<file path="src/pkg/rbs_pkg.sv">
// rbs_pkg: constants and types for the reset, boot and shutdown sequencer
package rbs_pkg;

  // ****************************************
  // clock and timing
  // ****************************************
  localparam int unsigned RBS_SYS_CLK_HZ = 100_000_000;
  localparam int unsigned RBS_RESET_DELAY_MS = 50;
  localparam int unsigned RBS_RESET_DELAY_CYC = (RBS_SYS_CLK_HZ / 1000) * RBS_RESET_DELAY_MS;
  // listening time for host traffic before falling back to the eeprom
  localparam int unsigned RBS_HOST_WINDOW_US = 100;
  localparam int unsigned RBS_HOST_WINDOW_CYC = (RBS_SYS_CLK_HZ / 1_000_000) * RBS_HOST_WINDOW_US;

  // ****************************************
  // sizes
  // ****************************************
  localparam int unsigned RBS_NUM_CORES = 8;
  localparam int unsigned RBS_EEPROM_IMAGE_BYTES = 32768;

  // ****************************************
  // reset values
  // ****************************************
  localparam logic RBS_OSC_FAST_RST = 1'b0;
  localparam logic RBS_CLK_RUN_RST = 1'b0;
  localparam logic RBS_IO_FORCE_IN_RST = 1'b1;

  // ****************************************
  // system clock source choice
  // ****************************************
  typedef enum logic [1:0] {
    RBS_SRC_RC,
    RBS_SRC_XIN,
    RBS_SRC_PLL
  } rbs_clk_src_e;

endpackage

</file>
<file path="src/rtl/rbs_delay_timer.sv">
// rbs_delay_timer: one-shot down counter that pulses done COUNT cycles after start
`timescale 1ns/1ps
`default_nettype none
module rbs_delay_timer #(
  parameter int unsigned COUNT = 4,
  parameter int unsigned CNT_W = $clog2(COUNT + 1)
) (
  input wire logic sys_clk,
  input wire logic reset_n,
  input wire logic start,
  input wire logic abort,
  output logic busy,
  output logic done
);

  logic [CNT_W-1:0] cnt_q;

  // ****************************************
  // countdown
  // ****************************************
  // abort wins over a running count so a shutdown never leaves a stale done behind
  always_ff @(posedge sys_clk or negedge reset_n) begin
    if (!reset_n) begin
      cnt_q <= '0;
      busy <= 1'b0;
      done <= 1'b0;
    end else begin
      done <= 1'b0;
      if (abort) begin
        busy <= 1'b0;
      end else if (start) begin
        cnt_q <= CNT_W'(COUNT - 1);
        busy <= 1'b1;
      end else if (busy) begin
        if (cnt_q == '0) begin
          busy <= 1'b0;
          done <= 1'b1;
        end else begin
          cnt_q <= cnt_q - CNT_W'(1);
        end
      end
    end
  end

endmodule
`default_nettype wire

</file>
<file path="src/rtl/rbs_hub_arbiter.sv">
// rbs_hub_arbiter: round-robin slot owner for the mutually exclusive hub resources
`timescale 1ns/1ps
`default_nettype none
module rbs_hub_arbiter
  import rbs_pkg::*;
#(
  parameter int unsigned N = RBS_NUM_CORES
) (
  input wire logic sys_clk,
  input wire logic reset_n,
  input wire logic slot_adv,
  input wire logic [N-1:0] core_active,
  input wire logic [N-1:0] req,
  output logic [N-1:0] grant
);

  localparam int unsigned PW = $clog2(N);
  logic [PW-1:0] ptr_q;

  // ****************************************
  // slot pointer
  // ****************************************
  // one slot per hub cycle, visiting every core in turn even when idle for fixed timing
  always_ff @(posedge sys_clk or negedge reset_n) begin
    if (!reset_n) begin
      ptr_q <= '0;
    end else if (slot_adv) begin
      ptr_q <= (ptr_q == PW'(N - 1)) ? '0 : ptr_q + PW'(1);
    end
  end

  // ****************************************
  // grant, one owner at most
  // ****************************************
  genvar gi;
  generate
    for (gi = 0; gi < N; gi++) begin : g_grant
      // only the slot owner may win, so two grants can never coexist
      always_ff @(posedge sys_clk or negedge reset_n) begin
        if (!reset_n) begin
          grant[gi] <= 1'b0;
        end else if (slot_adv) begin
          grant[gi] <= (ptr_q == PW'(gi)) && req[gi] && core_active[gi];
        end
      end
    end
  endgenerate
endmodule
`default_nettype wire

</file>
<file path="src/rtl/rbs_sequencer.sv">
// rbs_sequencer: reset delay, boot decision, shutdown and clock selection for the core array
`timescale 1ns/1ps
`default_nettype none
module rbs_sequencer
  import rbs_pkg::*;
#(
  parameter int unsigned RESET_DELAY_CYCLES = RBS_RESET_DELAY_CYC,
  parameter int unsigned HOST_WINDOW_CYCLES = RBS_HOST_WINDOW_CYC,
  parameter int unsigned IMAGE_BYTES = RBS_EEPROM_IMAGE_BYTES,
  parameter int unsigned N = RBS_NUM_CORES
) (
  input wire logic sys_clk,
  input wire logic reset_n,
  input wire logic reset_in_n,
  input wire logic brownout_monitor_enable_n,
  input wire logic brownout_detect,
  input wire logic app_reboot_req,
  input wire logic [N-1:0] app_core_enable,
  input wire logic host_activity,
  input wire logic host_load_done,
  input wire logic host_suspend,
  input wire logic eeprom_probe_done,
  input wire logic eeprom_present,
  input wire logic eeprom_byte_valid,
  input wire logic [1:0] clk_cfg,
  input wire logic [N-1:0] hub_req,
  output logic [N-1:0] core_enable,
  output logic core0_loader_mode,
  output logic osc_fast,
  output logic sys_clk_run,
  output rbs_clk_src_e clk_src_sel,
  output logic hub_clk_en,
  output logic [N-1:0] hub_grant,
  output logic io_force_input,
  output logic boot_pin_mux,
  output logic host_talk_en,
  output logic eeprom_probe_req,
  output logic eeprom_copy_en,
  output logic boot_failed,
  output logic reset_pin_out,
  output logic reset_pin_oe
);

  localparam int unsigned CW = $clog2(IMAGE_BYTES);

  typedef enum logic [3:0] {
    ST_SHUTDOWN,
    ST_RST_DELAY,
    ST_HOST_WAIT,
    ST_HOST_LOAD,
    ST_EE_PROBE,
    ST_EE_COPY,
    ST_RUN,
    ST_SUSPEND,
    ST_PARKED
  } rbs_state_e;

  rbs_state_e state_q;
  rbs_state_e state_d;
  logic brownout_eff;
  logic sd_event;
  logic exit_ok;
  logic dly_start;
  logic dly_done;
  logic win_start;
  logic win_done;
  logic suspend_q;
  logic [CW-1:0] copy_cnt_q;
  logic copy_last;
  logic hub_phase_q;

  // ****************************************
  // shutdown causes
  // ****************************************
  // brown-out only counts while monitoring is enabled; reboot only from a running program
  assign brownout_eff = brownout_detect && !brownout_monitor_enable_n;
  assign sd_event = !reset_in_n || brownout_eff || (app_reboot_req && state_q == ST_RUN);
  assign exit_ok = reset_in_n && !brownout_eff;
  assign copy_last = eeprom_byte_valid && (copy_cnt_q == CW'(IMAGE_BYTES - 1));

  // timers start on entry to their waiting states
  assign dly_start = (state_d == ST_RST_DELAY) && (state_q != ST_RST_DELAY);
  assign win_start = (state_d == ST_HOST_WAIT) && (state_q != ST_HOST_WAIT);

  rbs_delay_timer #(
    .COUNT(RESET_DELAY_CYCLES)
  ) u_reset_delay (
    .sys_clk(sys_clk),
    .reset_n(reset_n),
    .start(dly_start),
    .abort(sd_event),
    .busy(),
    .done(dly_done)
  );

  rbs_delay_timer #(
    .COUNT(HOST_WINDOW_CYCLES)
  ) u_host_window (
    .sys_clk(sys_clk),
    .reset_n(reset_n),
    .start(win_start),
    .abort(sd_event),
    .busy(),
    .done(win_done)
  );

  // ****************************************
  // sequence state
  // ****************************************
  // any shutdown cause overrides every other step, including the parked state
  always_comb begin
    state_d = state_q;
    unique case (state_q)
      ST_SHUTDOWN: begin
        if (exit_ok) begin
          state_d = ST_RST_DELAY;
        end
      end
      ST_RST_DELAY: begin
        if (dly_done) begin
          state_d = ST_HOST_WAIT;
        end
      end
      ST_HOST_WAIT: begin
        if (host_activity) begin
          state_d = ST_HOST_LOAD;
        end else if (win_done) begin
          state_d = ST_EE_PROBE;
        end
      end
      ST_HOST_LOAD: begin
        if (host_load_done) begin
          state_d = (suspend_q || host_suspend) ? ST_SUSPEND : ST_RUN;
        end
      end
      ST_EE_PROBE: begin
        if (eeprom_probe_done) begin
          state_d = eeprom_present ? ST_EE_COPY : ST_PARKED;
        end
      end
      ST_EE_COPY: begin
        if (copy_last) begin
          state_d = ST_RUN;
        end
      end
      ST_RUN: begin
        state_d = ST_RUN;
      end
      ST_SUSPEND: begin
        state_d = ST_SUSPEND;
      end
      ST_PARKED: begin
        state_d = ST_PARKED;
      end
    endcase
    if (sd_event) begin
      state_d = ST_SHUTDOWN;
    end
  end

  always_ff @(posedge sys_clk or negedge reset_n) begin
    if (!reset_n) begin
      state_q <= ST_SHUTDOWN;
    end else begin
      state_q <= state_d;
    end
  end

  // ****************************************
  // boot bookkeeping
  // ****************************************
  // a suspend seen at any time during the host load sticks until the next boot
  always_ff @(posedge sys_clk or negedge reset_n) begin
    if (!reset_n) begin
      suspend_q <= 1'b0;
    end else if (state_q == ST_HOST_LOAD && host_suspend) begin
      suspend_q <= 1'b1;
    end else if (win_start) begin
      suspend_q <= 1'b0;
    end
  end

  // byte counter for the eeprom image; the copy ends only on the last byte
  always_ff @(posedge sys_clk or negedge reset_n) begin
    if (!reset_n) begin
      copy_cnt_q <= '0;
    end else if (state_q != ST_EE_COPY) begin
      copy_cnt_q <= '0;
    end else if (eeprom_byte_valid) begin
      copy_cnt_q <= copy_cnt_q + CW'(1);
    end
  end

  // ****************************************
  // core and oscillator control
  // ****************************************
  // outputs follow the next state so an input change shows one edge later
  always_ff @(posedge sys_clk or negedge reset_n) begin
    if (!reset_n) begin
      core_enable <= '0;
      core0_loader_mode <= 1'b0;
    end else begin
      unique case (state_d)
        ST_RUN: begin
          core_enable <= {app_core_enable[N-1:1], 1'b1};
          core0_loader_mode <= 1'b0;
        end
        ST_HOST_WAIT, ST_HOST_LOAD, ST_EE_PROBE, ST_EE_COPY, ST_SUSPEND: begin
          core_enable <= N'(1);
          core0_loader_mode <= 1'b1;
        end
        default: begin
          core_enable <= '0;
          core0_loader_mode <= 1'b0;
        end
      endcase
    end
  end

  // slow setting through shutdown, the reset delay and the parked state, fast from boot onward otherwise
  always_ff @(posedge sys_clk or negedge reset_n) begin
    if (!reset_n) begin
      osc_fast <= RBS_OSC_FAST_RST;
    end else begin
      osc_fast <= !(state_d inside {ST_SHUTDOWN, ST_RST_DELAY, ST_PARKED});
    end
  end

  // clock gate and pin float; the clock must keep running through the reset delay
  always_ff @(posedge sys_clk or negedge reset_n) begin
    if (!reset_n) begin
      sys_clk_run <= RBS_CLK_RUN_RST;
      io_force_input <= RBS_IO_FORCE_IN_RST;
    end else begin
      sys_clk_run <= !(state_d inside {ST_SHUTDOWN, ST_PARKED});
      io_force_input <= state_d inside {ST_SHUTDOWN, ST_RST_DELAY, ST_PARKED};
    end
  end

  // ****************************************
  // boot pins and links
  // ****************************************
  always_ff @(posedge sys_clk or negedge reset_n) begin
    if (!reset_n) begin
      boot_pin_mux <= 1'b0;
      host_talk_en <= 1'b0;
      eeprom_probe_req <= 1'b0;
      eeprom_copy_en <= 1'b0;
      boot_failed <= 1'b0;
    end else begin
      boot_pin_mux <= !(state_d inside {ST_SHUTDOWN, ST_RUN, ST_PARKED});
      host_talk_en <= state_d inside {ST_HOST_WAIT, ST_HOST_LOAD};
      eeprom_probe_req <= (state_d == ST_EE_PROBE) && (state_q != ST_EE_PROBE);
      eeprom_copy_en <= state_d == ST_EE_COPY;
      boot_failed <= state_d == ST_PARKED;
    end
  end

  // weak pull-up drive on the reset pin only while the monitor is enabled
  always_ff @(posedge sys_clk or negedge reset_n) begin
    if (!reset_n) begin
      reset_pin_oe <= 1'b0;
      reset_pin_out <= 1'b0;
    end else begin
      reset_pin_oe <= !brownout_monitor_enable_n;
      reset_pin_out <= !brownout_monitor_enable_n;
    end
  end

  // ****************************************
  // clock source and hub rate
  // ****************************************
  // boot always runs on the rc oscillator; an unused code also falls back to it
  always_ff @(posedge sys_clk or negedge reset_n) begin
    if (!reset_n) begin
      clk_src_sel <= RBS_SRC_RC;
    end else if (state_d == ST_RUN && (clk_cfg == RBS_SRC_XIN || clk_cfg == RBS_SRC_PLL)) begin
      clk_src_sel <= rbs_clk_src_e'(clk_cfg);
    end else begin
      clk_src_sel <= RBS_SRC_RC;
    end
  end

  // divide by two; stopped clock also stops the hub slots
  always_ff @(posedge sys_clk or negedge reset_n) begin
    if (!reset_n) begin
      hub_phase_q <= 1'b0;
      hub_clk_en <= 1'b0;
    end else begin
      hub_phase_q <= sys_clk_run ? !hub_phase_q : 1'b0;
      hub_clk_en <= sys_clk_run && !hub_phase_q;
    end
  end

  // io pins and counter need no grant; only exclusive resources pass the arbiter
  rbs_hub_arbiter #(
    .N(N)
  ) u_hub (
    .sys_clk(sys_clk),
    .reset_n(reset_n),
    .slot_adv(hub_clk_en),
    .core_active(core_enable),
    .req(hub_req),
    .grant(hub_grant)
  );

  // ****************************************
  // checks
  // ****************************************
  int unsigned rst_cyc_q;

  always_ff @(posedge sys_clk or negedge reset_n) begin
    if (!reset_n) begin
      rst_cyc_q <= 0;
    end else begin
      rst_cyc_q <= (state_q == ST_RST_DELAY) ? rst_cyc_q + 1 : 0;
    end
  end
endmodule
`default_nettype wire

</file>
<file path="config.mk">
export PLATFORM = sky130hd
export DESIGN_NAME = rbs_sequencer
export DESIGN_NICKNAME = d
export VERILOG_FILES = /design/src/pkg/rbs_pkg.sv /design/src/rtl/rbs_delay_timer.sv /design/src/rtl/rbs_hub_arbiter.sv /design/src/rtl/rbs_sequencer.sv
export SDC_FILE = /design/constraint.sdc
export NUM_CORES = 1
export LEC_CHECK = 0
export BUFFER_PORTS_ARGS = -buffer_cell sky130_fd_sc_hd__buf_2
export CAP_MARGIN = 40
export CELL_PAD_IN_SITES_DETAIL_PLACEMENT = 1
export CELL_PAD_IN_SITES_GLOBAL_PLACEMENT = 1
export CORE_ASPECT_RATIO = 0.5
export CORE_MARGIN = 2
export CORE_UTILIZATION = 45
export DETAILED_ROUTE_END_ITERATION = 16
export GPL_TIMING_DRIVEN = 0
export PLACE_DENSITY = 0.81
export RECOVER_POWER = 100
export SYNTH_ARGS = -nofsm -noshare
export SYNTH_HDL_FRONTEND = slang
export SYNTH_HIERARCHICAL = 1
export SYNTH_SLANG_ARGS = --single-unit
</file>
<file path="constraint.sdc">
create_clock -name sys_clk -period 3.5 [get_ports sys_clk]
set_clock_uncertainty 0.15 [all_clocks]
set_input_delay 0.175 -clock sys_clk [delete_from_list [all_inputs] [get_ports sys_clk]]
set_output_delay 0.175 -clock sys_clk [all_outputs]
set_load 0.01 [all_outputs]
</file>
==> results.yml, run 1 <==
cts:
  cts.path.max_buffers: 2
  cts_tree: "yes"
  cts_made_buffers: 9
  clock-root-buffer: "clkbuf_16"
  path_clk_slew_ps: 70
  h-tree-depth: 3
  clock-sinks: 93
  clk_latency_ps: 340
synthesis:
  ys_seq_area_frac: 0.482
  synth_warnings: 6
  synthCells: 473
  synthMuxAreaShare: 0.0238
  synth_simple_gate_area_frac: 0.270
  synth_top_family_by_area: "simple AND/OR/NAND/NOR gates"
  syn_nets: 512
  synthAdderAreaFrac: 0.0233
  synth_xor_area_frac: 0.0362
  synth_compound_area_frac: 0.124
  syn_area_per_cell_sq_um: 10.2
  synth.cell_area_sq_mm: 0.00483
  synth-async-reset-ratio: 1.00
  synth_edf_count: 0
  synth_ff_type: "dfrtp_1"
  synth.distinct_cells: 72
  synth-seq-cells: 93
timing:
  fin_crit_ps: 3370
  slew_headroom: -0.680
  slew_viol_final: 44
  max_slew.worst_pin.slew_ps: 2520
  fin_hold_ws_ps: 10.8
  tns_ps: 0
  period_share: 0.963
  finalSetupViolCount: 0
  hold_viol: 0
  rsz0062_at_grt: "true"
  fmax_mhz: 297
critical_path:
  rrSetupSlack_ps: 130
  start_kind: "flip-flop"
  path_max_fanout: 7
  crit_required_ps: 3610
  critPathKind: "reg -> reg"
  crit_arrival_ps: 3480
  endpoint_kind: "flip-flop"
grt:
  grt_util_all_layers: 0.242
  grt_pass1_wl_um: 22100
  grt_max_degree: 51
  grt_pass1_vias: 4312
  antenna_found_initial: 0
  grt_overflow_total: 0
route:
  ant_nets: 0
  avgViaCountPerCell: 5.82
  drt_first_iter_violations: 238
  drc: 0
  post_drt_wl_per_cell_um: 19.1
  wl_um: 13500
  vias: 4123
  dr.pass1.iters: 4
power_and_ir_drop:
  p_sw_uw: 659
  seq_power_share: 0.477
  vdd_drop_max_uv: 213
  p_leak_uw: 0.00247
  clkPwrFrac: 0.411
  p_comb_frac: 0.111
  swShare: 0.261
  p_int_uw: 1860
  powerDensity_mw_per_mm2: 430
worst_hold_path:
  hp-class: "in -> reg"
die:
  dieHeight_um: 77.3
  fp.dieW_um: 151
  initial_utilization: 0.469
  io_pins: 60
  num_rows: 26
  die_area_sq_mm: 0.0116
  core_region_area_sq_mm: 0.0103
place:
  placed_area_sq_mm: 0.00533
  io_buffers: 57
  dp_hpwl_um: 8640
  gp_congestion: 0.777
cells_and_area:
  syn2layout_area_growth_pct: 21.2
  fill_cells: 1181
  diodes: 0
  final_common_cell: "dfrtp_1"
  final_nets: 603
  drive_above_1_share: 0.174
  utilization: 0.568
  post-route-cell-area_sq_mm: 0.00586
  final_cell_mix: "dfrtp_1 (92), nor2_1 (44), clkbuf_1 (35)"
job:
  cap_violations: 1
status:
  status: "finished with violations"
  failed_checks: "capacitance limit, slew limit"
==> stage by stage <==
stage	worst slack (ps)	power, uW	std cells
finish	130	2520	708
global route	-17.3	2620	708
CTS	18.0	2530	705
detailed placement	-323	1460	672
global placement	-291	1440	670
floorplan	313	1340	473
==> what timing repair did <==
action	4_1_cts	5_1_grt
hold buffers	18	0
pin swaps	0	3
buffers inserted	0	3
setup endpoints to repair	22	36
gates resized for setup	4	11
endpoints found under the hold margin	58	0
==> Yosys cell counts, types with 4 or more instances <==
cell,number,area [sq um]
ha_1,9,113
nand2b_1,4,25.0
and2_1,10,62.6
nand3b_1,6,45.0
dfrtp_1,92,2300
nor2_1,45,169
nand2_1,28,105
xor2_1,12,105
inv_1,24,90.1
nand3_1,11,55.1
mux2i_1,7,70.1
nand4_1,11,68.8
a21oi_1,20,100
xnor2_1,8,70.1
or3_1,11,68.8
inv_2,4,15.0
and4b_1,5,50.1
or4_1,6,45.0
nor3_1,15,75.1
nor3b_1,4,30.0
mux2_2,4,45.0
nor2b_1,8,50.1
a31oi_1,6,37.5
or2_2,4,25.0
o21ai_0,19,95.1
clkbuf_1,4,15.0
nor4_1,13,81.3
buf_4,4,30.0
==> power by group through the flow <==
stage	clock [uW]	combinational (uW)	sequential (uW)
final	1040	281	1200
after global routing	1100	307	1210
after CTS	1060	275	1200
after detailed placement	0	246	1220
after global placement	0	226	1210
after floorplan	0	151	1190
==> logic make-up (layout without fill, tap and decap cells) <==
| family | after synthesis | after routing |
|---|---|---|
| xor gates and xnor gates | 20 | 20 |
| muxes | 11 | 11 |
| adders and majority gates | 9 | 9 |
| AOI/OAI and AO/OA | 87 | 87 |
| DFF | 93 | 93 |
| and+or+nand+nor | 211 | 211 |
| buffers and inverters | 42 | 137 |
==> state kept, by name, summed over array words and instances, names as in the netlist, 2 cells and up <==
| signal | cells |
|---|---|
| u_reset_delay/cnt_q | 23 |
| copy_cnt_q | 15 |
| u_host_window/cnt_q | 14 |
| core_enable | 8 |
| u_hub/grant | 8 |
| state_q | 4 |
| u_hub/ptr_q | 3 |
| clk_src_sel | 2 |
==> path summary, 6_finish.rpt <==
| check | endpoint | depth (start not counted) | start |
|---|---|---|---|
| worst min register to register | hub_clk_en | 1 | sys_clk_run |
| worst max register to register | u_reset_delay/cnt_q[10] | 11 | state_q[1] |
| min in group asynchronous | copy_cnt_q[8] | 2 | reset_n |
| worst min-delay path | copy_cnt_q[1] | 3 | eeprom_byte_valid |
| max in group asynchronous | core0_loader_mode | 2 | reset_n |
| worst max-delay path | u_reset_delay/cnt_q[10] | 11 | state_q[1] |
==> per-layer routing <==
metal / track usage / wire [um] / vias to the layer above
met5: 0 / 0 / -
met4: 0.0613 / 157 / 0
met3: 0.0571 / 739 / 14
met2: 0.420 / 6770 / 94
met1: 0.305 / 5880 / 2104
li1: - / - / 1911
==> layout make-up <==
type / instances / area (sq um) / share of cell area
clock buffers: 9 / 225 / 0.0384
well taps: 140 / 175 / 0.0299
inverters: 28 / 105 / 0.0179
repair buffers: 80 / 480 / 0.0820
clock inverters: 6 / 88.8 / 0.0152
flip-flops and latches: 93 / 2330 / 0.397
plain buffers: 14 / 92.6 / 0.0158
multi-input cells: 338 / 2360 / 0.403
==> critical path, stage by stage, from the launching register on <==
cell and delay, ps:
dfrtp_1 400, or4b_1 520, a222oi_1 380, or2b_4 240
inv_2 90, nor4_4 210, buf_4 190, o21ba_2 290
o21ai_4 100, buf_4 160, or4_1 390, a21oi_1 170
(Power assumes the default switching activity.)
==> run 2: changes to the inputs <==
--- a/config.mk
+++ b/config.mk
@@ -14,6 +14,7 @@
 export CORE_UTILIZATION = 45
 export DETAILED_ROUTE_END_ITERATION = 16
 export GPL_TIMING_DRIVEN = 0
+export MAX_ROUTING_LAYER = met4
 export PLACE_DENSITY = 0.81
 export RECOVER_POWER = 100
 export SYNTH_ARGS = -nofsm -noshare
==> run 2 against run 1 <==
Effect of this change:
- the flow still finishes with violations (capacitance limit, slew limit)
- highest routed layer unchanged
- clock power about the same
- final cell count is the same
- first-iteration DRC count rose by 26%
- non-clock buffer count unchanged
- largest cell class unchanged
- core utilization did not move
- total power up 0.11%
- die area is the same
- hold slack lost 1.4 ps
- wire length is essentially flat
- critical endpoint unchanged
- largest power group unchanged
- sequential power about the same
==> results.yml, run 2 (synthesized netlist as in run 1, its figures left out) <==
die:
  num_rows: 26
  initial_utilization: 0.469
  die_area_sq_mm: 0.0116
  fp.dieW_um: 151
  dieHeight_um: 77.3
  core_region_area_sq_mm: 0.0103
  io_pins: 60
place:
  io_buffers: 57
  dp_hpwl_um: 8640
  dp_cells: 672
  gp_congestion: 0.788
critical_path:
  crit_path_max_incr_delay_ps: 520
  start_kind: "flip-flop"
  critPathKind: "reg -> reg"
  crit_chain: "or4b_1 > a222oi_1 > or2b_4 > inv_2 > nor4_4 > buf_4 > o21ba_2 > o21ai_4 > buf_4 > or4_1 > a21oi_1"
  crit_required_ps: 3620
  r2r_start: "state_q[1]"
  crit_arrival_ps: 3480
  path_max_fanout: 7
  cpMaxStageDelayCell: "or4b_1"
  endpoint_kind: "flip-flop"
  crit_start: "state_q[1]"
  cpMostUsedCell: "buf_4"
route:
  drc: 0
  wl_um: 13500
  post_drt_wl_per_cell_um: 19.1
  avgViaCountPerCell: 5.81
  vias: 4111
  drt_first_iter_violations: 299
  dr.pass1.iters: 4
  ant_nets: 0
power_and_ir_drop:
  power.total_uw: 2520
  powerDensity_mw_per_mm2: 430
  seq_power_share: 0.477
  p_int_uw: 1860
  clkPwrFrac: 0.412
  p_leak_uw: 0.00247
  swShare: 0.262
  p_sw_uw: 661
  p_comb_frac: 0.111
  vdd_drop_max_uv: 213
worst_hold_path:
  hp-class: "in -> reg"
  min_from: "eeprom_byte_valid"
grt:
  grt_overflow_total: 0
  antenna_found_initial: 0
  grt_pass1_vias: 4301
  grt_max_degree: 51
  grt_pass1_wl_um: 22200
  grt_util_all_layers: 0.250
cells_and_area:
  drive_above_1_share: 0.174
  final_cell_mix: "dfrtp_1 (92), nor2_1 (44), clkbuf_1 (35)"
  diodes: 0
  finalNonFillerCells: 708
  largest_reg_flops: 23
  multi_input_area_sq_mm: 0.00236
  top_register: "u_reset_delay/cnt_q"
  final_common_cell: "dfrtp_1"
  final_nets: 603
  fill_cells: 1181
  syn2layout_area_growth_pct: 21.2
  largest_registers: "u_reset_delay/cnt_q x23, copy_cnt_q x15, u_host_window/cnt_q x14"
  seq_area_sq_mm: 0.00233
timing:
  period_share: 0.961
  finalSetupViolCount: 0
  rsz0062_at_grt: "true"
  hold_viol: 0
  fmax_mhz: 297
  slew_headroom: -0.688
  fin_crit_ps: 3360
  slew_viol_final: 44
  max_slew.worst_pin.slew_ps: 2530
cts:
  cts_made_buffers: 9
  clock-root-buffer: "clkbuf_16"
  cts_tree: "yes"
  clock-sinks: 93
  h-tree-depth: 3
  cts.path.max_buffers: 2
  path_clk_slew_ps: 70
  clk_latency_ps: 340
status:
  status: "finished with violations"
  failed_checks: "capacitance limit, slew limit"
job:
  cap_violations: 1
[run 2: cell counts in the layout (fill, tap and decap cells not counted)]
Identical to the previous run, type by type.
[run 2: cell type report]
cell class              count  share of cell area
multi-input cells         338               0.403
flip-flops and latches     93               0.397
repair buffers             80              0.0820
clock buffers               9              0.0384
well taps                 140              0.0299
inverters                  28              0.0179
plain buffers              14              0.0158
clock inverters             6              0.0152
[run 2: power by group through the flow]
stage / combinational [uW] / sequential [uW] / clock (uW)
floorplan: 151 / 1190 / 0
global placement: 226 / 1210 / 0
detailed placement: 246 / 1220 / 0
CTS: 275 / 1200 / 1060
global route: 307 / 1210 / 1110
finish: 280 / 1200 / 1040
[run 2: worst paths after layout]
path                                      endpoint  slack (ps)  cells past startpoint
setup reg to reg           u_reset_delay/cnt_q[10]         140                     11
hold / removal                       copy_cnt_q[0]           9                      3
max in group asynchronous        core0_loader_mode         740                      2
min in group asynchronous            copy_cnt_q[8]        1010                      2
hold reg to reg                         hub_clk_en         370                      1
setup / recovery           u_reset_delay/cnt_q[10]         140                     11
[run 2: per-stage QoR]
stage	setup TNS [ps]	cell area (sq um)	hold slack [ps]	setup WS, ps	util
final	0	5860	9.41	137	0.568
after global routing	-17.3	5860	12.5	-17.3	0.568
after CTS	0	5840	1.73	18.0	0.567
after detailed placement	-3860	5330	78.4	-323	0.517
after global placement	-3440	5290	203	-291	0.513
after floorplan	0	4830	-271	313	-
[run 2: critical path: cells and delay by family, from the launching register on]
kind	cells	cell delay, ps
compound gates	4	940
buf+inv	3	440
simple gates	4	1360
flops	1	400
[run 2: timing repair]
item	CTS	global route
hold buffers	18	0
resized for setup	4	11
pin swaps	0	3
buffers inserted	0	3
setup endpoints to repair	22	36
endpoints found under the hold margin	58	0
[run 2: layer usage]
metal | wire length [um] | GRT usage
met1 | 5880 | 0.306
met2 | 6800 | 0.420
met3 | 699 | 0.0571
met4 | 163 | 0.0613
met5 | 0 | -
==> run 3: changes to the inputs <==
--- a/config.mk
+++ b/config.mk
@@ -11,12 +11,13 @@
 export CELL_PAD_IN_SITES_GLOBAL_PLACEMENT = 1
 export CORE_ASPECT_RATIO = 0.5
 export CORE_MARGIN = 2
-export CORE_UTILIZATION = 45
+export CORE_UTILIZATION = 49
 export DETAILED_ROUTE_END_ITERATION = 16
+export GPL_ROUTABILITY_DRIVEN = 0
 export GPL_TIMING_DRIVEN = 0
 export MAX_ROUTING_LAYER = met4
-export PLACE_DENSITY = 0.81
-export RECOVER_POWER = 100
+export PLACE_DENSITY = 0.87
+export RECOVER_POWER = 25
 export SYNTH_ARGS = -nofsm -noshare
 export SYNTH_HDL_FRONTEND = slang
 export SYNTH_HIERARCHICAL = 1
==> constraint.sdc (replaced) <==
create_clock -name sys_clk -period 4.27 [get_ports sys_clk]
set_clock_uncertainty 0.15 [all_clocks]
set_input_delay 0.2135 -clock sys_clk [delete_from_list [all_inputs] [get_ports sys_clk]]
set_output_delay 0.2135 -clock sys_clk [all_outputs]
set_load 0.01 [all_outputs]
==> run 3 against run 2 <==
Effect of this change:
- sequential cell count is the same
- hold slack gained 21 ps
- via count grew 1.5%
- clock power shrank 21%
- sequential power shrank 18%
- sequential share of layout area grew 0.78 points
- combinational power shrank 21%
- total power shrank 20%
- count of clock-buffer cells in the layout is the same
- critical endpoint is now u_reset_delay/cnt_q[14]
- core utilization grew 3.6 points
- maximum frequency shrank 16%
- register-to-register slack gained 150 ps
- the run still ends with capacitance limit, slew limit left
==> results.yml, run 3 (synthesized netlist as in run 1, its figures left out) <==
status:
  status: "finished with violations"
  failed_checks: "capacitance limit, slew limit"
critical_path:
  rrSetupSlack_ps: 290
  start_kind: "flip-flop"
  crit_required_ps: 4400
  endpoint_kind: "flip-flop"
  crit_arrival_ps: 4110
  critPathKind: "reg -> reg"
  path_max_fanout: 10
timing:
  tns_ps: 0
  rsz0062_at_grt: "false"
  finalSetupViolCount: 0
  slew_viol_final: 96
  fin_crit_ps: 3980
  max_slew.worst_pin.slew_ps: 1750
  hold_viol: 0
  period_share: 0.932
  fin_hold_ws_ps: 30.7
  slew_headroom: -0.170
  fmax_mhz: 251
power_and_ir_drop:
  p_comb_frac: 0.109
  vdd_drop_max_uv: 226
  p_sw_uw: 555
  p_int_uw: 1460
  seq_power_share: 0.486
  clkPwrFrac: 0.405
  swShare: 0.275
  powerDensity_mw_per_mm2: 352
  p_leak_uw: 0.00249
grt:
  gr-usage-met3: 0.0753
  grt_overflow_total: 0
  grt_max_degree: 63
  grt_use_met1: 0.329
  use_met2: 0.519
  grt_util_all_layers: 0.295
  grt_pass1_wl_um: 23200
  busiest_layer: "met2"
  antenna_found_initial: 0
  grt_pass1_vias: 4484
worst_hold_path:
  hp-class: "in -> reg"
cts:
  clock-sinks: 93
  post_cts_buffers: 0
  cts_made_buffers: 9
  h-tree-depth: 3
  clock-root-buffer: "clkbuf_16"
  clk_latency_ps: 350
  path_clk_slew_ps: 70
  cts.path.max_buffers: 2
  cts_tree: "yes"
job:
  cap_violations: 2
route:
  dr.pass1.iters: 4
  wl_um: 14500
  ant_nets: 0
  drc: 0
  avgViaCountPerCell: 5.98
  post_drt_wl_per_cell_um: 20.7
  drt_first_iter_violations: 309
  vias: 4172
die:
  dieHeight_um: 74.2
  core_region_area_sq_mm: 0.00951
  fp.dieW_um: 144
  num_rows: 25
  io_pins: 60
  die_area_sq_mm: 0.0107
  initial_utilization: 0.508
place:
  io_buffers: 57
  dp_cells: 667
  dp_hpwl_um: 9090
cells_and_area:
  utilization: 0.604
  largest_registers: "u_reset_delay/cnt_q x23, copy_cnt_q x15, u_host_window/cnt_q x14"
  fill_cells: 1114
  final_nets: 598
  final_common_cell: "dfrtp_1"
  final_cell_mix: "dfrtp_1 (92), buf_2 (47), nor2_1 (45)"
  syn2layout_area_growth_pct: 18.9
  finalNonFillerCells: 698
  drive_above_1_share: 0.187
  diodes: 0
  largest_reg_flops: 23
  top_register: "u_reset_delay/cnt_q"
## run 3: changes by cell type in the layout (fill, tap and decap cells not counted), moves of 2 or more
| cell | previous run | this run |
|---|---|---|
| buf_2 | 30 | 47 |
| buf_4 | 6 | 4 |
| clkbuf_1 | 35 | 18 |
| dlygate4sd3_1 | 18 | 16 |
| inv_6 | 0 | 2 |
## run 3: what timing repair did
item                                   in CTS  in global routing
resized for setup                           0                  1
setup endpoints to repair                   0                  1
hold buffers                               16                  0
endpoints found under the hold margin      44                  0
## run 3: through the flow
| stage | total power [uW] | instance area (sq um) | setup slack, ps |
|---|---|---|---|
| after global placement | 1180 | 5290 | 514 |
| final | 2020 | 5750 | 289 |
| after CTS | 2030 | 5780 | 349 |
| after detailed placement | 1200 | 5320 | 356 |
| after floorplan | 1100 | 4830 | 1080 |
| after global routing | 2090 | 5750 | 47.2 |
## run 3: power by group through the flow
| stage | registers, uW | clock network, uW | logic (uW) |
|---|---|---|---|
| floorplan | 979 | 0 | 123 |
| global placement | 991 | 0 | 185 |
| detailed placement | 994 | 0 | 202 |
| CTS | 979 | 828 | 221 |
| global route | 990 | 862 | 242 |
| finish | 982 | 817 | 221 |
## run 3: routing by layer
layer | vias to the layer above | wire (um)
li1 | 1897 | -
met1 | 2125 | 5900
met2 | 113 | 7460
met3 | 37 | 734
met4 | 0 | 367
met5 | - | 0
## run 3: worst max-delay path, cell delays in order, from the launching register on
cell	delay (ps)
dfrtp_1	360
buf_2	240
a211oi_1	140
a311oi_1	270
o221ai_1	260
o2111ai_1	440
nor4_4	140
nor3_1	530
nand3_1	470
o21ai_4	400
inv_2	160
and3_1	210
o21ai_1	140
## run 3: layout make-up
type	instances	area, sq um	area share
buffer	14	93.8	0.0163
clock buffer	9	225	0.0392
clock inverter	6	71.3	0.0124
inverter	28	105	0.0183
multi-input combinational	338	2310	0.403
sequential	93	2330	0.405
tap	135	169	0.0294
timing repair buffer	75	438	0.0762
## run 3: path summary, 6_finish.rpt
kind / end / start / depth (start not counted)
max in group asynchronous: boot_pin_mux / reset_n / 3
hold reg to reg: u_hub/grant[2] / u_hub/grant[2] / 1
min in group asynchronous: copy_cnt_q[7] / reset_n / 2
setup / recovery: u_reset_delay/cnt_q[14] / state_q[0] / 12
hold / removal: suspend_q / host_suspend / 3
setup reg to reg: u_reset_delay/cnt_q[14] / state_q[0] / 12
